===== src/cap_sense_regs.svh =====
// Register addresses, field positions and reset values of the sense block
`ifndef CAP_SENSE_REGS_SVH
`define CAP_SENSE_REGS_SVH

`define SENSE_CONTROL_ADDR 8'hb0
`define SENSE_CONFIG_ADDR 8'h9e
`define RESULT_HIGH_ADDR 8'hac
`define RESULT_LOW_ADDR 8'hab
`define SCAN_START_ADDR 8'hb9
`define SCAN_END_ADDR 8'hba
`define THRESHOLD_HIGH_ADDR 8'h97
`define THRESHOLD_LOW_ADDR 8'h96
`define CHANNEL_SELECT_ADDR 8'h9c

`define ENABLE_BIT_POS 7
`define DONE_FLAG_POS 5
`define BUSY_BIT_POS 4
`define COMPARE_EN_POS 3
`define EXCEEDED_FLAG_POS 0
`define START_MODE_LSB 4
`define ACC_COUNT_LSB 0

`define MODE_ON_WRITE 3'h0
`define MODE_CONTINUOUS 3'h6
`define MODE_AUTO_SCAN 3'h7

`define ACC_X1 3'h0
`define ACC_X4 3'h1
`define ACC_X8 3'h2
`define ACC_X16 3'h3
`define ACC_X32 3'h4
`define ACC_X64 3'h5

`define BYTE_RESET 8'h00

`endif


===== src/cap_sense_pkg.sv =====
// Types shared by the capacitive sense control logic
package cap_sense_pkg;

   typedef enum logic [1:0] {
      ST_IDLE,
      ST_WAIT,
      ST_SUM
   } conv_state_t;

endpackage


===== src/cap_sense_accumulate_compare.sv =====
// Capacitive sense conversion control, accumulate, compare and auto-scan
//
// Behaviour
// - Consecutive conversions on one channel are summed, 1/4/8/16/32/64.
// - The 22-bit sum is divided by the count into the 16-bit result bytes.
// - When accumulating, the compare uses only the final divided value.
// - In auto-scan a greater-than result halts scanning, channel unchanged.
// - In auto-scan with no hit the channel steps up, wrapping end to start.
// - The done flag is set per finished result; only software or sync clear clears it.
// - The busy bit reads one exactly while a conversion is in progress.
// - Writing one to busy starts a conversion only in modes 000, 110, 111.
// - With enable low the converter is held off in a low-power state.
// - The comparator works only when its enable bit is one.
// - The exceeded flag shows a result above threshold; software can't write.
// - Accumulate codes 000..101 mean 1,4,8,16,32,64; 110 and 111 reserved.
// - Start modes: write, three timers, continuous, continuous auto-scan.
// - A scan halted on a hit restarts only on a software write of busy.
`timescale 1ns/10ps
`include "cap_sense_regs.svh"

module cap_sense_accumulate_compare
   import cap_sense_pkg::*;
#(
   parameter int SAMPLE_W = 16,
   parameter int SUM_W = 22,
   parameter int CHAN_W = 5
) (
   // Clock and resets
   input wire logic clk_in,
   input wire logic reset_n_in,
   input wire logic sync_clear_in,
   // Special function register access
   input wire logic [7:0] sfr_addr_in,
   input wire logic [7:0] sfr_wdata_in,
   input wire logic sfr_write_in,
   input wire logic sfr_read_in,
   output logic [7:0] sfr_rdata_out,
   // Trigger sources
   input wire logic [2:0] timer_overflow_in,
   // Measurement front end
   input wire logic sample_valid_in,
   input wire logic [SAMPLE_W-1:0] sample_data_in,
   output logic sample_request_out,
   output logic [CHAN_W-1:0] channel_select_out,
   output logic sense_powered_out,
   // Status toward the system
   output logic conversion_done_out,
   output logic threshold_exceeded_out,
   output logic convert_busy_out
);

   generate
      if (SAMPLE_W != 16 || CHAN_W < 1 || CHAN_W > 8) begin : g_bad_param
         $error("unsupported sample or channel width");
      end
   endgenerate

   ////////////////////////////////////////////////////////////////////////
   // Register state

   conv_state_t state_reg;
   logic sense_enable_bit;
   logic conversion_done_flag;
   logic threshold_compare_enable;
   logic threshold_exceeded_flag;
   logic [2:0] start_mode_field;
   logic [2:0] accumulate_count_field;
   logic [15:0] result_reg;
   logic [15:0] threshold_reg;
   logic [CHAN_W-1:0] scan_start_channel;
   logic [CHAN_W-1:0] scan_end_channel;
   logic [CHAN_W-1:0] channel_select;
   logic scan_halted_reg;

   logic ctl_write;
   logic cfg_write;
   logic busy_write_one;
   logic write_start;
   logic timer_start;
   logic start_fire;
   logic acc_valid;
   logic [SAMPLE_W-1:0] acc_result;
   logic finish;
   logic greater;
   logic scan_mode;
   logic hit_halt;
   logic run_on;
   logic acc_clear;

   assign ctl_write = sfr_write_in && sfr_addr_in == `SENSE_CONTROL_ADDR;
   assign cfg_write = sfr_write_in && sfr_addr_in == `SENSE_CONFIG_ADDR;
   assign busy_write_one = ctl_write && sfr_wdata_in[`BUSY_BIT_POS];
   assign scan_mode = start_mode_field == `MODE_AUTO_SCAN;

   ////////////////////////////////////////////////////////////////////////
   // Start sources

   // Enable and start may share one write; starts while running are dropped
   assign write_start = busy_write_one && sfr_wdata_in[`ENABLE_BIT_POS]
      && state_reg == ST_IDLE
      && (start_mode_field == `MODE_ON_WRITE
          || start_mode_field == `MODE_CONTINUOUS
          || scan_mode);

   always_comb begin
      case (start_mode_field)
         3'h1: timer_start = timer_overflow_in[0];
         3'h2: timer_start = timer_overflow_in[1];
         3'h3: timer_start = timer_overflow_in[2];
         default: timer_start = 1'b0;
      endcase
   end

   assign start_fire = write_start
      || (timer_start && sense_enable_bit && state_reg == ST_IDLE);

   ////////////////////////////////////////////////////////////////////////
   // Accumulator

   assign acc_clear = sync_clear_in || !sense_enable_bit || start_fire;

   sample_accumulator #(
      .SAMPLE_W(SAMPLE_W),
      .SUM_W(SUM_W)
   ) u_accumulator (
      .clk_in(clk_in),
      .reset_n_in(reset_n_in),
      .clear_in(acc_clear),
      .sample_valid_in(sample_valid_in && state_reg == ST_WAIT),
      .sample_in(sample_data_in),
      .accumulate_code_in(accumulate_count_field),
      .result_valid_out(acc_valid),
      .result_out(acc_result)
   );

   // The accumulator answers one cycle after the last sample
   assign finish = state_reg == ST_SUM && acc_valid;
   assign greater = threshold_compare_enable
      && acc_result > threshold_reg;
   assign hit_halt = scan_mode && greater;
   assign run_on = start_mode_field == `MODE_CONTINUOUS
      || (scan_mode && !hit_halt && !scan_halted_reg);

   ////////////////////////////////////////////////////////////////////////
   // Conversion sequencer

   always_ff @(posedge clk_in or negedge reset_n_in) begin
      if (!reset_n_in) begin
         state_reg <= ST_IDLE;
         sample_request_out <= 1'b0;
      end else if (sync_clear_in || (!sense_enable_bit && !write_start)) begin
         state_reg <= ST_IDLE;
         sample_request_out <= 1'b0;
      end else begin
         sample_request_out <= 1'b0;
         case (state_reg)
            ST_IDLE: begin
               if (start_fire) begin
                  state_reg <= ST_WAIT;
                  sample_request_out <= 1'b1;
               end
            end
            ST_WAIT: begin
               if (sample_valid_in) begin
                  state_reg <= ST_SUM;
               end
            end
            ST_SUM: begin
               if (finish && !run_on) begin
                  state_reg <= ST_IDLE;
               end else begin
                  state_reg <= ST_WAIT;
                  sample_request_out <= 1'b1;
               end
            end
            default: state_reg <= ST_IDLE;
         endcase
      end
   end

   always_ff @(posedge clk_in or negedge reset_n_in) begin
      if (!reset_n_in) begin
         convert_busy_out <= 1'b0;
      end else begin
         convert_busy_out <= !sync_clear_in && (start_fire
            || (state_reg != ST_IDLE && sense_enable_bit
                && !(finish && !run_on)));
      end
   end

   ////////////////////////////////////////////////////////////////////////
   // Control and configuration registers

   always_ff @(posedge clk_in or negedge reset_n_in) begin
      if (!reset_n_in) begin
         sense_enable_bit <= 1'b0;
         threshold_compare_enable <= 1'b0;
      end else if (sync_clear_in) begin
         sense_enable_bit <= 1'b0;
         threshold_compare_enable <= 1'b0;
      end else if (ctl_write) begin
         sense_enable_bit <= sfr_wdata_in[`ENABLE_BIT_POS];
         threshold_compare_enable <= sfr_wdata_in[`COMPARE_EN_POS];
      end
   end

   always_ff @(posedge clk_in or negedge reset_n_in) begin
      if (!reset_n_in) begin
         conversion_done_flag <= 1'b0;
      end else if (sync_clear_in) begin
         conversion_done_flag <= 1'b0;
      end else if (finish) begin
         conversion_done_flag <= 1'b1;
      end else if (ctl_write) begin
         conversion_done_flag <= sfr_wdata_in[`DONE_FLAG_POS];
      end
   end

   // Follows every compare; writes from software never reach it
   always_ff @(posedge clk_in or negedge reset_n_in) begin
      if (!reset_n_in) begin
         threshold_exceeded_flag <= 1'b0;
      end else if (sync_clear_in) begin
         threshold_exceeded_flag <= 1'b0;
      end else if (finish && threshold_compare_enable) begin
         threshold_exceeded_flag <= greater;
      end
   end

   always_ff @(posedge clk_in or negedge reset_n_in) begin
      if (!reset_n_in) begin
         scan_halted_reg <= 1'b0;
      end else if (sync_clear_in || busy_write_one) begin
         scan_halted_reg <= 1'b0;
      end else if (finish && hit_halt) begin
         scan_halted_reg <= 1'b1;
      end
   end

   always_ff @(posedge clk_in or negedge reset_n_in) begin
      if (!reset_n_in) begin
         start_mode_field <= 3'h0;
         accumulate_count_field <= 3'h0;
      end else if (sync_clear_in) begin
         start_mode_field <= 3'h0;
         accumulate_count_field <= 3'h0;
      end else if (cfg_write) begin
         start_mode_field <= sfr_wdata_in[`START_MODE_LSB+:3];
         accumulate_count_field <= sfr_wdata_in[`ACC_COUNT_LSB+:3];
      end
   end

   always_ff @(posedge clk_in or negedge reset_n_in) begin
      if (!reset_n_in) begin
         threshold_reg <= 16'h0000;
         scan_start_channel <= '0;
         scan_end_channel <= '0;
      end else if (sfr_write_in) begin
         case (sfr_addr_in)
            `THRESHOLD_HIGH_ADDR: threshold_reg[15:8] <= sfr_wdata_in;
            `THRESHOLD_LOW_ADDR: threshold_reg[7:0] <= sfr_wdata_in;
            `SCAN_START_ADDR: scan_start_channel <= sfr_wdata_in[CHAN_W-1:0];
            `SCAN_END_ADDR: scan_end_channel <= sfr_wdata_in[CHAN_W-1:0];
            default: threshold_reg <= threshold_reg;
         endcase
      end
   end

   always_ff @(posedge clk_in or negedge reset_n_in) begin
      if (!reset_n_in) begin
         result_reg <= 16'h0000;
      end else if (finish) begin
         result_reg <= acc_result;
      end
   end

   ////////////////////////////////////////////////////////////////////////
   // Channel selection

   // Hardware stepping wins over a software write in the same cycle
   always_ff @(posedge clk_in or negedge reset_n_in) begin
      if (!reset_n_in) begin
         channel_select <= '0;
      end else if (finish && scan_mode && !hit_halt) begin
         if (channel_select == scan_end_channel) begin
            channel_select <= scan_start_channel;
         end else begin
            channel_select <= channel_select + CHAN_W'(1);
         end
      end else if (sfr_write_in && sfr_addr_in == `CHANNEL_SELECT_ADDR) begin
         channel_select <= sfr_wdata_in[CHAN_W-1:0];
      end else if (sfr_write_in && sfr_addr_in == `SCAN_START_ADDR
                   && scan_mode) begin
         channel_select <= sfr_wdata_in[CHAN_W-1:0];
      end
   end

   ////////////////////////////////////////////////////////////////////////
   // Read path and status outputs

   always_ff @(posedge clk_in or negedge reset_n_in) begin
      if (!reset_n_in) begin
         sfr_rdata_out <= `BYTE_RESET;
      end else if (sfr_read_in) begin
         case (sfr_addr_in)
            `SENSE_CONTROL_ADDR: sfr_rdata_out <= {sense_enable_bit, 1'b0,
               conversion_done_flag, convert_busy_out,
               threshold_compare_enable, 2'b00, threshold_exceeded_flag};
            `SENSE_CONFIG_ADDR: sfr_rdata_out <= {1'b0, start_mode_field,
               1'b0, accumulate_count_field};
            `RESULT_HIGH_ADDR: sfr_rdata_out <= result_reg[15:8];
            `RESULT_LOW_ADDR: sfr_rdata_out <= result_reg[7:0];
            `THRESHOLD_HIGH_ADDR: sfr_rdata_out <= threshold_reg[15:8];
            `THRESHOLD_LOW_ADDR: sfr_rdata_out <= threshold_reg[7:0];
            `SCAN_START_ADDR: sfr_rdata_out <= 8'(scan_start_channel);
            `SCAN_END_ADDR: sfr_rdata_out <= 8'(scan_end_channel);
            `CHANNEL_SELECT_ADDR: sfr_rdata_out <= 8'(channel_select);
            default: sfr_rdata_out <= `BYTE_RESET;
         endcase
      end
   end

   always_ff @(posedge clk_in or negedge reset_n_in) begin
      if (!reset_n_in) begin
         channel_select_out <= '0;
         sense_powered_out <= 1'b0;
         conversion_done_out <= 1'b0;
         threshold_exceeded_out <= 1'b0;
      end else begin
         channel_select_out <= channel_select;
         sense_powered_out <= sense_enable_bit && !sync_clear_in;
         conversion_done_out <= conversion_done_flag;
         threshold_exceeded_out <= threshold_exceeded_flag;
      end
   end

endmodule


===== src/sample_accumulator.sv =====
// Sums a configured number of samples and divides the sum down
`timescale 1ns/10ps
`include "cap_sense_regs.svh"

module sample_accumulator
   import cap_sense_pkg::*;
#(
   parameter int SAMPLE_W = 16,
   parameter int SUM_W = 22
) (
   // Clock and reset
   input wire logic clk_in,
   input wire logic reset_n_in,
   input wire logic clear_in,
   // Samples
   input wire logic sample_valid_in,
   input wire logic [SAMPLE_W-1:0] sample_in,
   input wire logic [2:0] accumulate_code_in,
   // Result
   output logic result_valid_out,
   output logic [SAMPLE_W-1:0] result_out
);

   generate
      if (SUM_W < SAMPLE_W + 6) begin : g_bad_width
         $error("sum too narrow for 64 samples");
      end
   endgenerate

   logic [SUM_W-1:0] sum_reg;
   logic [SUM_W-1:0] sum_next;
   logic [SUM_W-1:0] quotient;
   logic [6:0] count_reg;
   logic [6:0] count_next;
   logic [6:0] target;
   logic [2:0] shift;

   // Reserved codes fall back to a single sample
   always_comb begin
      case (accumulate_code_in)
         `ACC_X4: shift = 3'h2;
         `ACC_X8: shift = 3'h3;
         `ACC_X16: shift = 3'h4;
         `ACC_X32: shift = 3'h5;
         `ACC_X64: shift = 3'h6;
         default: shift = 3'h0;
      endcase
   end

   assign target = 7'h01 << shift;
   assign sum_next = sum_reg + SUM_W'(sample_in);
   assign quotient = sum_next >> shift;
   assign count_next = count_reg + 7'h01;

   always_ff @(posedge clk_in or negedge reset_n_in) begin
      if (!reset_n_in) begin
         sum_reg <= '0;
         count_reg <= 7'h00;
         result_valid_out <= 1'b0;
         result_out <= '0;
      end else if (clear_in) begin
         sum_reg <= '0;
         count_reg <= 7'h00;
         result_valid_out <= 1'b0;
      end else if (sample_valid_in && count_next >= target) begin
         sum_reg <= '0;
         count_reg <= 7'h00;
         result_valid_out <= 1'b1;
         result_out <= quotient[SAMPLE_W-1:0];
      end else if (sample_valid_in) begin
         sum_reg <= sum_next;
         count_reg <= count_next;
         result_valid_out <= 1'b0;
      end else begin
         result_valid_out <= 1'b0;
      end
   end

endmodule


===== config.mk =====
export PLATFORM = sky130hd
export DESIGN_NAME = cap_sense_accumulate_compare
export DESIGN_NICKNAME = d
export VERILOG_FILES = /design/src/cap_sense_pkg.sv /design/src/cap_sense_accumulate_compare.sv /design/src/sample_accumulator.sv
export VERILOG_INCLUDE_DIRS = /design/src /design/src/src
export SDC_FILE = /design/constraint.sdc
export NUM_CORES = 1
export LEC_CHECK = 0
export CORE_UTILIZATION = 50
export CTS_BUF_LIST = sky130_fd_sc_hd__clkbuf_8
export DETAILED_ROUTE_END_ITERATION = 7
export DONT_BUFFER_PORTS = 1
export MAX_ROUTING_LAYER = met4
export SLEW_MARGIN = 20
export SYNTH_ARGS = -nofsm -noshare
export SYNTH_HDL_FRONTEND = slang
export SYNTH_SLANG_ARGS = --single-unit

===== constraint.sdc =====
create_clock -name clk_in -period 7.57 [get_ports clk_in]
set_input_delay 0 -clock clk_in [delete_from_list [all_inputs] [get_ports clk_in]]
set_output_delay 0 -clock clk_in [all_outputs]
set_load 0.005 [all_outputs]

==> impl_metrics.toml <==
[status]
outcome = "completed"

[logic_synthesis]
synth_edf_count = 0
async_reset_ff_share_pct = 100
ys_types = 76
syn-cell-area_mm2 = 0.00774
syn_nets = 913
ys_ff_latch = 124
syn_avg_cell_area_um2 = 9.33
synth_ff_type = "dfrtp_1"
ys_warn_count = 0
syn_inst = 829
yosysSeqAreaShare_pct = 40.1

[route]
drcViolationCount = 0
final_antenna_net_count = 0
dr.pass1.iters = 5
wire_per_inst_um = 21.3
drt_iter0_markers = 519
avgViaCountPerCell = 6.35
dr_total_vias = 6608
drt_wl_total_um = 22100

[placed_design]
dp_cells = 991
dp_hpwl_um = 16000
place_congestion = 0.994
portBuffers = 0

[cts]
ctsLongestPathBuffers = 2
cts_tree = "built"
root_buffer = "clkbuf_8"
clk_pin_slew_ns = 0.08
cts.htree.levels = 4
cts_resized = 0
clk_latency_ns = 0.44
numCtsBuffers = 17
ctsHoldBuffers = 20
cts_setup_buffers = 0
cts_sinks = 124

[global_route]
grtUsageMet1_pct = 36.2
grt-busiest-layer = "met2"
met3_usage_pct = 5.53
grt_start_max_net_pins = 125
grt_pass1_wl_um = 35800
grtUsageTotal_pct = 30.2
overflow = 0
use_met2_pct = 50.9
antenna_found_initial = 0
first_global_vias = 6609

[finish]
final_core_util_pct = 55.9
largest_reg_flops = 22
drive_gt1_share_pct = 9.85
layout_common_cells = "129 x nand2_1, 124 x dfrtp_1, 56 x o21ai_0"
final_common_cell = "nand2_1"
final-instance-count-excl-fill = 1041
nets = 926
syn_to_final_growth_pct = 9.48
n_antenna_cell = 0
fill_cells = 1366

[setup_path]
critPathArrivalTime_ns = 5.21
start_kind = "flop"
end_kind = "flop"
crit_fanout = 20
cp.required_ns = 7.89
worstSetupPathType = "flop to flop"

[floorplan]
pin_count = 59
dieArea_mm2 = 0.0160
initial_core_util_pct = 51.1
rows = 45
die_y_um = 126
die_w_um = 126
core-area_mm2 = 0.0151

[power]
power_density_mw_per_mm2 = 161
power_leakage_nw = 3.86
combPwrFrac_pct = 7.0
pwr-share-clk_pct = 43.1
internal_power_mw = 1.02
switching_share_pct = 25.0
net-switching-power_uw = 341
pwr-share-seq_pct = 49.9
ir_drop_mv = 0.0943

[sta]
setup_viol = 0
worst_pin_slew_ns = 1.09
final.min_clock_period_ns = 4.89
timing.final.crit_share_pct = 64.6
maxSlewViolCount = 0
hold_violations = 0
fmax_ghz = 0.205
setup_tns_ns = 0
rsz0062_at_grt = "no"
timing.slew.headroom_pct = 27.3
clock_skew_ns = 0.0102
whs_ns = 0.0523

[run]
drv_cap = 0

[min_path]
hold_path_class = "primary input to flop"
==> per-stage QoR <==
| step | power, mW | worst slack, ns | instance area, um2 |
|---|---|---|---|
| after floorplan | 0.747 | 4.03 | 7740 |
| after global placement | 0.761 | 3.02 | 7860 |
| after detailed placement | 0.762 | 2.80 | 7860 |
| after CTS | 1.38 | 2.79 | 8470 |
| after global routing | 1.42 | 2.31 | 8470 |
| final | 1.36 | 2.68 | 8470 |
==> layout make-up <==
cell class | count | area [um2] | share of cell area, %
clock buffer | 20 | 275 | 3.25
tap | 188 | 235 | 2.78
multi-input combinational | 641 | 4370 | 51.6
inverter | 35 | 131 | 1.55
clock inverter | 10 | 118 | 1.39
sequential | 124 | 3100 | 36.6
timing repair buffer | 23 | 240 | 2.84
==> power by group through the flow <==
stage | sequential, mW | combinational [mW] | clock (mW)
finish | 0.681 | 0.0959 | 0.588
global route | 0.682 | 0.107 | 0.631
CTS | 0.681 | 0.0966 | 0.601
detailed placement | 0.694 | 0.0683 | 0
global placement | 0.693 | 0.0672 | 0
floorplan | 0.690 | 0.0568 | 0
==> metal layers <==
layer | share of wire [%] | vias to the layer above
met5 | 0 | -
met4 | 2.9 | 0
met1 | 42 | 3248
met3 | 4.5 | 53
met2 | 50 | 224
li1 | - | 3083
==> cell families (layout without fill, tap and decap cells) <==
logic type,count (synthesis),after routing,share of synthesized area (%)
and+or+nand+nor,281,281,17.3
AOI/OAI and AO/OA,238,238,22.0
DFF,124,124,40.1
buffers and inverters,64,88,3.44
muxes,47,47,6.55
adders and majority gates,43,43,7.05
xor gates and xnor gates,32,32,3.62
==> final timing paths <==
path / depth (start not counted) / slack (ns) / end / from
worst max-delay path: 16 / 2.68 / u_accumulator.result_out[3] / accumulate_count_field[1]
worst min-delay path: 4 / 0.05 / sfr_rdata_out[5] / sfr_addr_in[3]
worst max register to register: 16 / 2.68 / u_accumulator.result_out[3] / accumulate_count_field[1]
worst min register to register: 0 / 0.41 / conversion_done_out / conversion_done_flag
max in group asynchronous: 2 / 6.88 / u_accumulator.sum_reg[21] / reset_n_in
min in group asynchronous: 2 / 0.16 / channel_select_out[3] / reset_n_in
==> Yosys cell counts, drive strengths merged (18+ instances only) <==
cell type | count | area, um2
ha | 42 | 526
a22o | 24 | 210
clkbuf | 19 | 71.3
nor2 | 46 | 173
nor3 | 19 | 105
dfrtp | 124 | 3100
o21ai | 59 | 295
mux2i | 18 | 180
a21oi | 47 | 239
inv | 34 | 128
mux2 | 29 | 327
nand3 | 31 | 155
nand2 | 129 | 484
==> worst max-delay path: stages (launching register included) <==
cell	delay (ns)
dfrtp_1	0.43
inv_1	0.14
ha_1	0.38
nand2_1	0.08
and3_1	0.30
nor2_1	0.85
nand2_1	0.23
nor2_1	0.15
ha_1	0.23
nand2b_1	0.15
a211oi_1	0.27
o211ai_1	0.16
nand2_1	0.54
inv_1	0.23
nand2_1	0.23
a211oi_1	0.08
a221o_1	0.28
Power figures use the tool's default switching activity.
